===== src/hdl/rcsd_pkg.sv =====
// shared constants and types of the remote command sync and defaults block
// assumes a single core clock; no timing figures are needed here
package rcsd_pkg;

    // command queue shape
    localparam int RCSD_QUEUE_DEPTH = 4;
    localparam logic [2:0] RCSD_QUEUE_FULL = 3'h4;

    // serial rate codes, lowest is 9600 baud, highest 115200 baud
    localparam logic [2:0] RCSD_RATE_CODE_LOWEST = 3'h0;
    localparam logic [2:0] RCSD_RATE_CODE_HIGHEST = 3'h4;

    // reply value of a finished completion query
    localparam logic [7:0] RCSD_DONE_REPLY = 8'h01;

    // apb byte offsets
    localparam logic [11:0] RCSD_STATUS_OFS = 12'h000;
    localparam logic [11:0] RCSD_RATE_OFS = 12'h004;
    localparam logic [11:0] RCSD_EVENT_OFS = 12'h008;
    localparam logic [11:0] RCSD_CONFIG_OFS = 12'h00c;

    // field positions
    localparam int RCSD_STATUS_PEND_BIT = 0;
    localparam int RCSD_STATUS_LOADED_BIT = 1;
    localparam int RCSD_STATUS_COUNT_LSB = 4;
    localparam int RCSD_EVENT_OPC_BIT = 0;

    // default token values
    localparam logic [1:0] RCSD_FIRST_RANGE = 2'h0;
    localparam logic RCSD_ISOLATION_GROUND = 1'h0;
    localparam logic RCSD_TWO_TERMINAL_SENSE = 1'h0;
    localparam logic RCSD_OUTPUT_OFF = 1'h0;
    localparam logic RCSD_SINGLE_DIRECTION = 1'h0;
    localparam logic RCSD_CYCLE_ONCE = 1'h0;
    localparam logic RCSD_DISPLAY_ON = 1'h1;
    localparam logic [1:0] RCSD_ARM_IDLE = 2'h0;
    localparam logic RCSD_CLICK_ON = 1'h1;
    localparam logic RCSD_ALARM_ON = 1'h1;
    // levels in microvolts, step time in milliseconds
    localparam logic [31:0] RCSD_LEVEL_ZERO = 32'h00000000;
    localparam logic [31:0] RCSD_SCAN_END_ONE = 32'h000f4240;
    localparam logic [31:0] RCSD_STEP_TIME_ONE = 32'h000003e8;

    typedef enum logic [2:0] {
        RCSD_OP_NONE,
        RCSD_OP_OPC_SET,
        RCSD_OP_OPC_QUERY,
        RCSD_OP_CANCEL,
        RCSD_OP_RATE_SET,
        RCSD_OP_RATE_QUERY,
        RCSD_OP_RESET
    } rcsd_op_type;

    typedef struct packed {
        rcsd_op_type op;
        logic [7:0] arg;
    } rcsd_cmd_type;

    typedef struct packed {
        logic [1:0] output_range;
        logic isolation_select;
        logic sense_wiring;
        logic output_switch;
        logic [31:0] output_level;
        logic [1:0] scan_range;
        logic [31:0] scan_begin_level;
        logic [31:0] scan_end_level;
        logic [31:0] scan_step_time;
        logic scan_shape;
        logic scan_cycle_mode;
        logic scan_display;
        logic [1:0] scan_arm_state;
        logic key_click;
        logic audible_alarm;
    } rcsd_settings_type;

    localparam rcsd_settings_type RCSD_DEFAULTS = '{
        output_range: RCSD_FIRST_RANGE,
        isolation_select: RCSD_ISOLATION_GROUND,
        sense_wiring: RCSD_TWO_TERMINAL_SENSE,
        output_switch: RCSD_OUTPUT_OFF,
        output_level: RCSD_LEVEL_ZERO,
        scan_range: RCSD_FIRST_RANGE,
        scan_begin_level: RCSD_LEVEL_ZERO,
        scan_end_level: RCSD_SCAN_END_ONE,
        scan_step_time: RCSD_STEP_TIME_ONE,
        scan_shape: RCSD_SINGLE_DIRECTION,
        scan_cycle_mode: RCSD_CYCLE_ONCE,
        scan_display: RCSD_DISPLAY_ON,
        scan_arm_state: RCSD_ARM_IDLE,
        key_click: RCSD_CLICK_ON,
        audible_alarm: RCSD_ALARM_ON
    };

endpackage : rcsd_pkg


===== src/hdl/rcsd_core.sv =====
// command sync, serial rate and defaults logic of the remote interpreter
// assumes decoded commands, scan and panel events from same-clock logic,
// a non-volatile store answering nv_rate combinationally, and an apb master
//
// Notes on behaviour
// - a waiting completion query can be released by cancel-completion
// - completion set does not stall later commands
// - query during a running scan replies 1 only after scan ends
// - query during an endlessly repeating scan never replies by itself
// - cancel-completion clears the pending state at once
// - cancel-completion bypasses the input queue
// - after a cancel the waiting query still replies 1
// - rate command takes codes 0 to 4; rate query returns the code
// - rate command touches only the serial connector port
// - the serial rate is kept in non-volatile storage
// - a new rate is applied at once on execution
// - reset loads the documented default configuration
// - remote reset leaves the serial rate unchanged
// - power-on panel reset loads defaults and forces rate 9600
// - completion set raises the completion bit after earlier commands
// - completion query runs only after all earlier commands are done
//
// Design decisions made here: the placing of the registers and register access over APB.
`timescale 1ns/1ns

module rcsd_core
    import rcsd_pkg::*;
(
    input wire logic core_clk,
    input wire logic rst,
    input wire logic ce,
    input wire logic cmd_valid,
    input wire rcsd_cmd_type cmd,
    output logic cmd_ready,
    output logic reply_valid,
    output logic [7:0] reply_data,
    input wire logic scan_running,
    input wire logic scan_repeat,
    input wire logic scan_done,
    input wire logic panel_cancel,
    input wire logic panel_por,
    input wire logic [2:0] nv_rate,
    output logic nv_write,
    output logic [2:0] nv_wdata,
    output logic [2:0] serial_rate_code,
    output rcsd_settings_type settings,
    output logic defaults_load,
    output logic opc_event,
    input wire logic psel,
    input wire logic penable,
    input wire logic pwrite,
    input wire logic [11:0] paddr,
    input wire logic [31:0] pwdata,
    output logic [31:0] prdata,
    output logic pready,
    output logic pslverr
);

    // true for the five legal rate codes
    function automatic logic rate_ok(input logic [7:0] code);
        return code <= {5'h00, RCSD_RATE_CODE_HIGHEST};
    endfunction : rate_ok

    // true for the four mapped register words
    function automatic logic addr_ok(input logic [11:0] a);
        return a == RCSD_STATUS_OFS || a == RCSD_RATE_OFS ||
            a == RCSD_EVENT_OFS || a == RCSD_CONFIG_OFS;
    endfunction : addr_ok

    // queue state
    rcsd_cmd_type queue_mem [RCSD_QUEUE_DEPTH];
    logic [1:0] wr_ptr_reg, wr_ptr_next;
    logic [1:0] rd_ptr_reg, rd_ptr_next;
    logic [2:0] count_reg, count_next;
    // control state
    logic pend_reg, pend_next;
    logic loaded_reg, loaded_next;
    logic opc_reg, opc_next;
    logic [2:0] rate_reg, rate_next;
    logic nv_write_reg, nv_write_next;
    logic reply_valid_reg, reply_valid_next;
    logic [7:0] reply_data_reg, reply_data_next;
    logic defaults_reg, defaults_next;
    rcsd_settings_type settings_reg, settings_next;
    // apb state
    logic [31:0] prdata_reg, prdata_next;
    logic captured_reg, captured_next;
    logic err_reg, err_next;

    logic bypass, push, pop, apb_wr, apb_rate_wr, apb_event_wr;
    rcsd_cmd_type head;

    // cancel never enters the queue so it cannot sit behind a blocked query
    assign bypass = cmd_valid && cmd.op == RCSD_OP_CANCEL;
    assign push = ce && cmd_valid && !bypass && count_reg != RCSD_QUEUE_FULL;
    assign cmd_ready = ce && (bypass || count_reg != RCSD_QUEUE_FULL);
    assign head = queue_mem[rd_ptr_reg];
    // in-order issue; a waiting query holds everything behind it
    assign pop = ce && loaded_reg && count_reg != 3'h0 && !pend_reg;

    // apb access decode, one access cycle after a captured setup
    assign pready = ce && psel && penable && captured_reg;
    assign pslverr = pready && err_reg;
    assign apb_wr = pready && pwrite && !err_reg;
    assign apb_rate_wr = apb_wr && paddr == RCSD_RATE_OFS &&
        rate_ok(pwdata[7:0]);
    assign apb_event_wr = apb_wr && paddr == RCSD_EVENT_OFS;

    // queue pointers and occupancy
    always_comb begin
        wr_ptr_next = push ? wr_ptr_reg + 2'h1 : wr_ptr_reg;
        rd_ptr_next = pop ? rd_ptr_reg + 2'h1 : rd_ptr_reg;
        count_next = count_reg + {2'h0, push} - {2'h0, pop};
    end

    always_ff @(posedge core_clk or posedge rst) begin
        if (rst) begin
            wr_ptr_reg <= 2'h0;
            rd_ptr_reg <= 2'h0;
            count_reg <= 3'h0;
        end else if (ce) begin
            wr_ptr_reg <= wr_ptr_next;
            rd_ptr_reg <= rd_ptr_next;
            count_reg <= count_next;
        end
    end

    // storage only, no reset needed on the words themselves
    always_ff @(posedge core_clk) begin
        if (push) begin
            queue_mem[wr_ptr_reg] <= cmd;
        end
    end

    // execution, pending flag, rate, defaults and replies
    always_comb begin
        pend_next = pend_reg;
        loaded_next = 1'b1;
        opc_next = opc_reg;
        rate_next = rate_reg;
        nv_write_next = 1'b0;
        reply_valid_next = 1'b0;
        reply_data_next = reply_data_reg;
        defaults_next = 1'b0;
        settings_next = settings_reg;
        // stored rate is fetched once, after reset has gone
        if (!loaded_reg) begin
            rate_next = rate_ok({5'h00, nv_rate}) ? nv_rate
                : RCSD_RATE_CODE_LOWEST;
        end
        // any of three events ends the wait and answers the query
        if (pend_reg && (bypass || panel_cancel ||
                (scan_done && !scan_repeat))) begin
            pend_next = 1'b0;
            reply_valid_next = 1'b1;
            reply_data_next = RCSD_DONE_REPLY;
        end
        if (pop) begin
            unique case (head.op)
                RCSD_OP_NONE: begin
                end
                RCSD_OP_OPC_SET: begin
                    // earlier commands already ran, later ones keep flowing
                    opc_next = 1'b1;
                end
                RCSD_OP_OPC_QUERY: begin
                    if (scan_running) begin
                        pend_next = 1'b1;
                    end else begin
                        reply_valid_next = 1'b1;
                        reply_data_next = RCSD_DONE_REPLY;
                    end
                end
                RCSD_OP_CANCEL: begin
                end
                RCSD_OP_RATE_SET: begin
                    // only the serial port rate; other links untouched
                    if (rate_ok(head.arg)) begin
                        rate_next = head.arg[2:0];
                        nv_write_next = 1'b1;
                    end
                end
                RCSD_OP_RATE_QUERY: begin
                    reply_valid_next = 1'b1;
                    reply_data_next = {5'h00, rate_reg};
                end
                RCSD_OP_RESET: begin
                    // rate deliberately left as it is
                    settings_next = RCSD_DEFAULTS;
                    defaults_next = 1'b1;
                end
                default: begin
                end
            endcase
        end
        // register path for the rate behaves like the rate command
        if (apb_rate_wr) begin
            rate_next = pwdata[2:0];
            nv_write_next = 1'b1;
        end
        // write one to clear, a same-cycle set still wins
        if (apb_event_wr && pwdata[RCSD_EVENT_OPC_BIT]) begin
            opc_next = 1'b0;
        end
        if (pop && head.op == RCSD_OP_OPC_SET) begin
            opc_next = 1'b1;
        end
        // panel power-on reset overrides every same-cycle rate and settings change
        if (panel_por) begin
            settings_next = RCSD_DEFAULTS;
            defaults_next = 1'b1;
            rate_next = RCSD_RATE_CODE_LOWEST;
            nv_write_next = 1'b1;
        end
    end

    always_ff @(posedge core_clk or posedge rst) begin
        if (rst) begin
            pend_reg <= 1'b0;
            loaded_reg <= 1'b0;
            opc_reg <= 1'b0;
            rate_reg <= RCSD_RATE_CODE_LOWEST;
            nv_write_reg <= 1'b0;
            reply_valid_reg <= 1'b0;
            reply_data_reg <= 8'h00;
            defaults_reg <= 1'b0;
            settings_reg <= RCSD_DEFAULTS;
        end else if (ce) begin
            pend_reg <= pend_next;
            loaded_reg <= loaded_next;
            opc_reg <= opc_next;
            rate_reg <= rate_next;
            nv_write_reg <= nv_write_next;
            reply_valid_reg <= reply_valid_next;
            reply_data_reg <= reply_data_next;
            defaults_reg <= defaults_next;
            settings_reg <= settings_next;
        end
    end

    assign reply_valid = reply_valid_reg;
    assign reply_data = reply_data_reg;
    assign nv_write = nv_write_reg;
    assign nv_wdata = rate_reg;
    assign serial_rate_code = rate_reg;
    assign settings = settings_reg;
    assign defaults_load = defaults_reg;
    assign opc_event = opc_reg;

    // read data is caught in setup so the access phase needs no wait
    always_comb begin
        prdata_next = prdata_reg;
        captured_next = captured_reg;
        err_next = err_reg;
        if (psel && !penable) begin
            captured_next = 1'b1;
            err_next = !addr_ok(paddr);
            prdata_next = 32'h00000000;
            unique case (1'b1)
                paddr == RCSD_STATUS_OFS: begin
                    prdata_next[RCSD_STATUS_PEND_BIT] = pend_reg;
                    prdata_next[RCSD_STATUS_LOADED_BIT] = loaded_reg;
                    prdata_next[RCSD_STATUS_COUNT_LSB +: 3] = count_reg;
                end
                paddr == RCSD_RATE_OFS: begin
                    prdata_next[2:0] = rate_reg;
                end
                paddr == RCSD_EVENT_OFS: begin
                    prdata_next[RCSD_EVENT_OPC_BIT] = opc_reg;
                end
                paddr == RCSD_CONFIG_OFS: begin
                    prdata_next[14:0] = {settings_reg.output_range,
                        settings_reg.isolation_select,
                        settings_reg.sense_wiring,
                        settings_reg.output_switch,
                        settings_reg.scan_range,
                        settings_reg.scan_shape,
                        settings_reg.scan_cycle_mode,
                        settings_reg.scan_display,
                        settings_reg.scan_arm_state,
                        settings_reg.key_click,
                        settings_reg.audible_alarm, 1'b0};
                end
                default: begin
                end
            endcase
        end else if (pready) begin
            captured_next = 1'b0;
        end
    end

    always_ff @(posedge core_clk or posedge rst) begin
        if (rst) begin
            prdata_reg <= 32'h00000000;
            captured_reg <= 1'b0;
            err_reg <= 1'b0;
        end else if (ce) begin
            prdata_reg <= prdata_next;
            captured_reg <= captured_next;
            err_reg <= err_next;
        end
    end

    assign prdata = prdata_reg;
endmodule : rcsd_core


===== config.mk =====
export PLATFORM = sky130hd
export DESIGN_NAME = rcsd_core
export DESIGN_NICKNAME = d
export VERILOG_FILES = /design/src/hdl/rcsd_pkg.sv /design/src/hdl/rcsd_core.sv
export SDC_FILE = /design/constraint.sdc
export NUM_CORES = 1
export LEC_CHECK = 0
export BUFFER_PORTS_ARGS = -buffer_cell sky130_fd_sc_hd__buf_2
export CELL_PAD_IN_SITES_DETAIL_PLACEMENT = 1
export CELL_PAD_IN_SITES_GLOBAL_PLACEMENT = 1
export CORE_MARGIN = 1
export CORE_UTILIZATION = 36
export CTS_BUF_LIST = sky130_fd_sc_hd__clkbuf_8
export CTS_CLUSTER_SIZE = 24
export DETAILED_ROUTE_END_ITERATION = 8
export HOLD_SLACK_MARGIN = 0.08
export PLACE_DENSITY_LB_ADDON = 0.05
export SLEW_MARGIN = 5
export SYNTH_ARGS = -nofsm -noshare
export SYNTH_HDL_FRONTEND = slang
export SYNTH_SLANG_ARGS = --single-unit

===== constraint.sdc =====
create_clock -name core_clk -period 6.35 [get_ports core_clk]
set_clock_uncertainty 0.2 [all_clocks]
set_input_delay 0 -clock core_clk [delete_from_list [all_inputs] [get_ports core_clk]]
set_output_delay 0 -clock core_clk [all_outputs]
set_load 0.05 [all_outputs]

==> impl_metrics.yaml <==
logic_synthesis:
  yosysUniqueCellTypes: 52
  yosys_warnings: 0
  netlist_top_cells_area: "sky130_fd_sc_hd__edfxtp_1 29%, sky130_fd_sc_hd__buf_4 28%, sky130_fd_sc_hd__dfrtp_1 17%, sky130_fd_sc_hd__mux4_2 2.9%, sky130_fd_sc_hd__nand2_1 2.0%"
  most_frequent_cells_after_synthesis: "172 x sky130_fd_sc_hd__buf_4, 44 x sky130_fd_sc_hd__edfxtp_1, 32 x sky130_fd_sc_hd__dfrtp_1"
  synthCells: 426
  synth_area_leader_cell: "sky130_fd_sc_hd__edfxtp_1"
  synth_area_um2: 4590
  most_common_flop_cell_mapped_by_yosys: "sky130_fd_sc_hd__edfxtp_1"
  synth_most_common_cell: "sky130_fd_sc_hd__buf_4"
  post_synth_edffs: 44
  syn_avg_cell_area_um2: 10.8
  yosysSeqAreaShare_pct: 46.2
  synth.top_cell.area_share_pct: 28.8
  synth_seq_cells: 76
  ys_async_sr_fraction_pct: 42.1
global_routing:
  vias_in_the_first_global_route: 2871
  wire_length_of_the_first_global_routing_pass_um: 15200
  globalRoute.totalOverflow: 0
  number_of_antenna_violations_at_the_first_check_in_global_routing: 0
  maximum_number_of_pins_on_one_net_before_global_route_repair: 33
  global_route.usage.total_pct: 15.3
cts:
  cts_max_level: 3
  cts_tree: "yes"
  cts.path.max_buffers: 2
  clock-root-buffer: "sky130_fd_sc_hd__clkbuf_8"
  clock_sink_count: 76
  cts_resized: 0
  cts_post_setup_buffers_inserted: 0
  cts.clk_slew.worst_paths_ps: 90
  numCtsBuffers: 9
  cts_hold_repair.buffers: 43
  worstSkewPairLatency_ps: 350
die:
  die-height_um: 115
  floorplan.initialDensity_pct: 37.6
  placeableCoreArea_um2: 12200
  pin_count: 265
  floorplan.rows: 40
  full_die_area_um2: 13200
  die_width_um: 115
power:
  power.sequential.fraction_pct: 40.8
  comb_power_share_pct: 35.6
  netSwitchingPower_w: 0.000679
  total_power_w: 0.00162
  cellPowerDensity_nw_per_um2: 315
  ir_drop_worst_case_vdd_mv: 0.140
  p_sw_share_pct: 42.0
  internal_power_w: 0.000938
  leakage_nw: 2.40
  p_clk_share_pct: 23.6
sta:
  max_slew_headroom_pct: 37.5
  hold_viol_final: 0
  final_cycle_share_pct: 55.2
  holdWs_ps: 80.9
  rsz0062_at_grt: "false"
  worstMarginPinSlew_ps: 930
  timing.setup.tns_ps: 0
  post-route-worst-setup-slack_ps: 2840
  timing_max_transition_violations_final: 0
  timing.final.setup_violations: 0
  timing.final.crit_period_ps: 3510
  clock.fmax_mhz: 285
drt:
  initialDrtViolationCount: 79
  drt.antenna.violating_nets: 0
  number_of_remaining_drc_errors: 0
  total_number_of_vias: 2895
  route.detailed.vias_per_inst: 4.04
  avgRoutedWirePerCell_um: 14.0
  postRouteWirelength_um: 10100
  drt_first_pass_iters: 4
layout:
  regArea_um2: 2120
  filler_cell_count: 1465
  num_antenna_cells: 0
  fin_util_pct: 42.0
  post_route_cells_drive_above_1_share_pct: 18.4
  final_nets: 621
  layout_overhead_on_the_synthesized_area_pct: 11.7
  multi_input_area_um2: 1730
  max_reg_flops: 44
critical_path:
  worstSetupStartpoint: "rd_ptr_reg[0]"
  cell_family_with_most_cp_delay: "flip-flops"
  critical_path.slowest_cell: "sky130_fd_sc_hd__dfrtp_1"
  cp_cell_sequence: "mux4_2 > or4b_1 > a2111o_1 > and4_4 > o32a_1 > dlygate4sd3_1"
  critical_path_required_ps: 6390
  start_kind: "flip-flop"
  timing.rr.start: "rd_ptr_reg[0]"
  critPathMaxStageDelay_ps: 740
  critical_path.endpoint_type: "flip-flop"
  data_arrival_time_of_the_critical_path_ps: 3540
  critical_path.max_fanout: 12
  timing_worst_setup_path_type: "flip-flop to flip-flop"
  critical_path_buf_inv_count: 1
placement:
  finalWeightedCongestion: 0.758
  dp_worst_setup_slack_ps: 3110
  dpl.hpwl_um: 7460
  numPortBuffers: 72
outcome:
  status: "finished, final reports clean"
run:
  drv_cap: 0
hold_path:
  hold_path_class: "primary input to asynchronous set/reset pin"
[metal layers]
metal / global-route usage (%) / routed length (um) / vias up
met5: 0 / 0 / -
met2: 27.3 / 5140 / 127
met3: 3.22 / 657 / 8
li1: - / - / 1359
met1: 18.8 / 4200 / 1401
met4: 3.98 / 68 / 0
[power groups by stage]
stage	clock network (W)	registers (W)	logic [W]
after floorplan	0	0.000665	0.000535
after global placement	0	0.000671	0.000545
after detailed placement	0	0.000673	0.000556
after CTS	0.000400	0.000663	0.000580
after global routing	0.000421	0.000674	0.000629
final	0.000382	0.000659	0.000575
[cell families (layout without fill, tap and decap cells)]
family                     after synthesis  after routing  share of synthesized area (%)
buffers and inverters                  192            149                           29.8
muxes                                   10             10                           3.84
AOI/OAI and AO/OA                       47             47                           7.05
DFF                                     76             76                           46.2
and+or+nand+nor                         87             87                           9.97
adders and majority gates                7              7                           2.07
other                                    2            168                          0.163
xor gates and xnor gates                 5              5                          0.953
[final timing paths]
path | endpoint | slack (ps) | cells after the start
hold reg to reg | prdata[5] | 290 | 1
min in group core_clk | queue_mem[2][4] | 210 | 2
max in group asynchronous | rd_ptr_reg[0] | 5540 | 4
setup / recovery | nv_wdata[2] | 2840 | 6
hold / removal | reply_data[6] | 80 | 4
setup reg to reg | nv_wdata[2] | 2840 | 6
[worst min-delay path, cell delays in order]
cell and delay (ps):
sky130_fd_sc_hd__dlygate4sd3_1 530, sky130_fd_sc_hd__buf_2 120, sky130_fd_sc_hd__inv_1 40, sky130_fd_sc_hd__buf_4 380
[placed cells by master (no fill, tap or decap), types with 5 or more instances in the layout]
master / n
sky130_fd_sc_hd__conb_1: 168
sky130_fd_sc_hd__buf_2: 72
sky130_fd_sc_hd__edfxtp_1: 44
sky130_fd_sc_hd__dlygate4sd3_1: 43
sky130_fd_sc_hd__dfrtp_1: 32
sky130_fd_sc_hd__nand2_1: 24
sky130_fd_sc_hd__nor2_1: 18
sky130_fd_sc_hd__inv_1: 17
sky130_fd_sc_hd__o21ai_0: 13
sky130_fd_sc_hd__and2_1: 10
sky130_fd_sc_hd__clkbuf_8: 9
sky130_fd_sc_hd__mux4_2: 6
sky130_fd_sc_hd__a21oi_1: 6
sky130_fd_sc_hd__ha_1: 6
sky130_fd_sc_hd__nor2b_1: 5
sky130_fd_sc_hd__nor3_1: 5
[per-stage QoR]
step | instance area, um2 | cells
after floorplan | 5220 | 592
after global routing | 5130 | 717
after global placement | 4490 | 658
final | 5130 | 717
after CTS | 5130 | 717
after detailed placement | 4490 | 658
[final cells by class]
cell class                      count  share of cell area, %
Clock inverter                      7                   1.63
Timing Repair Buffer              116                   15.6
Tap cell                          168                   4.10
Inverter                           17                   1.24
Clock buffer                        9                   2.41
Sequential cell                    76                   41.4
Multi-Input combinational cell    324                   33.7
(Power assumes the default switching activity.)
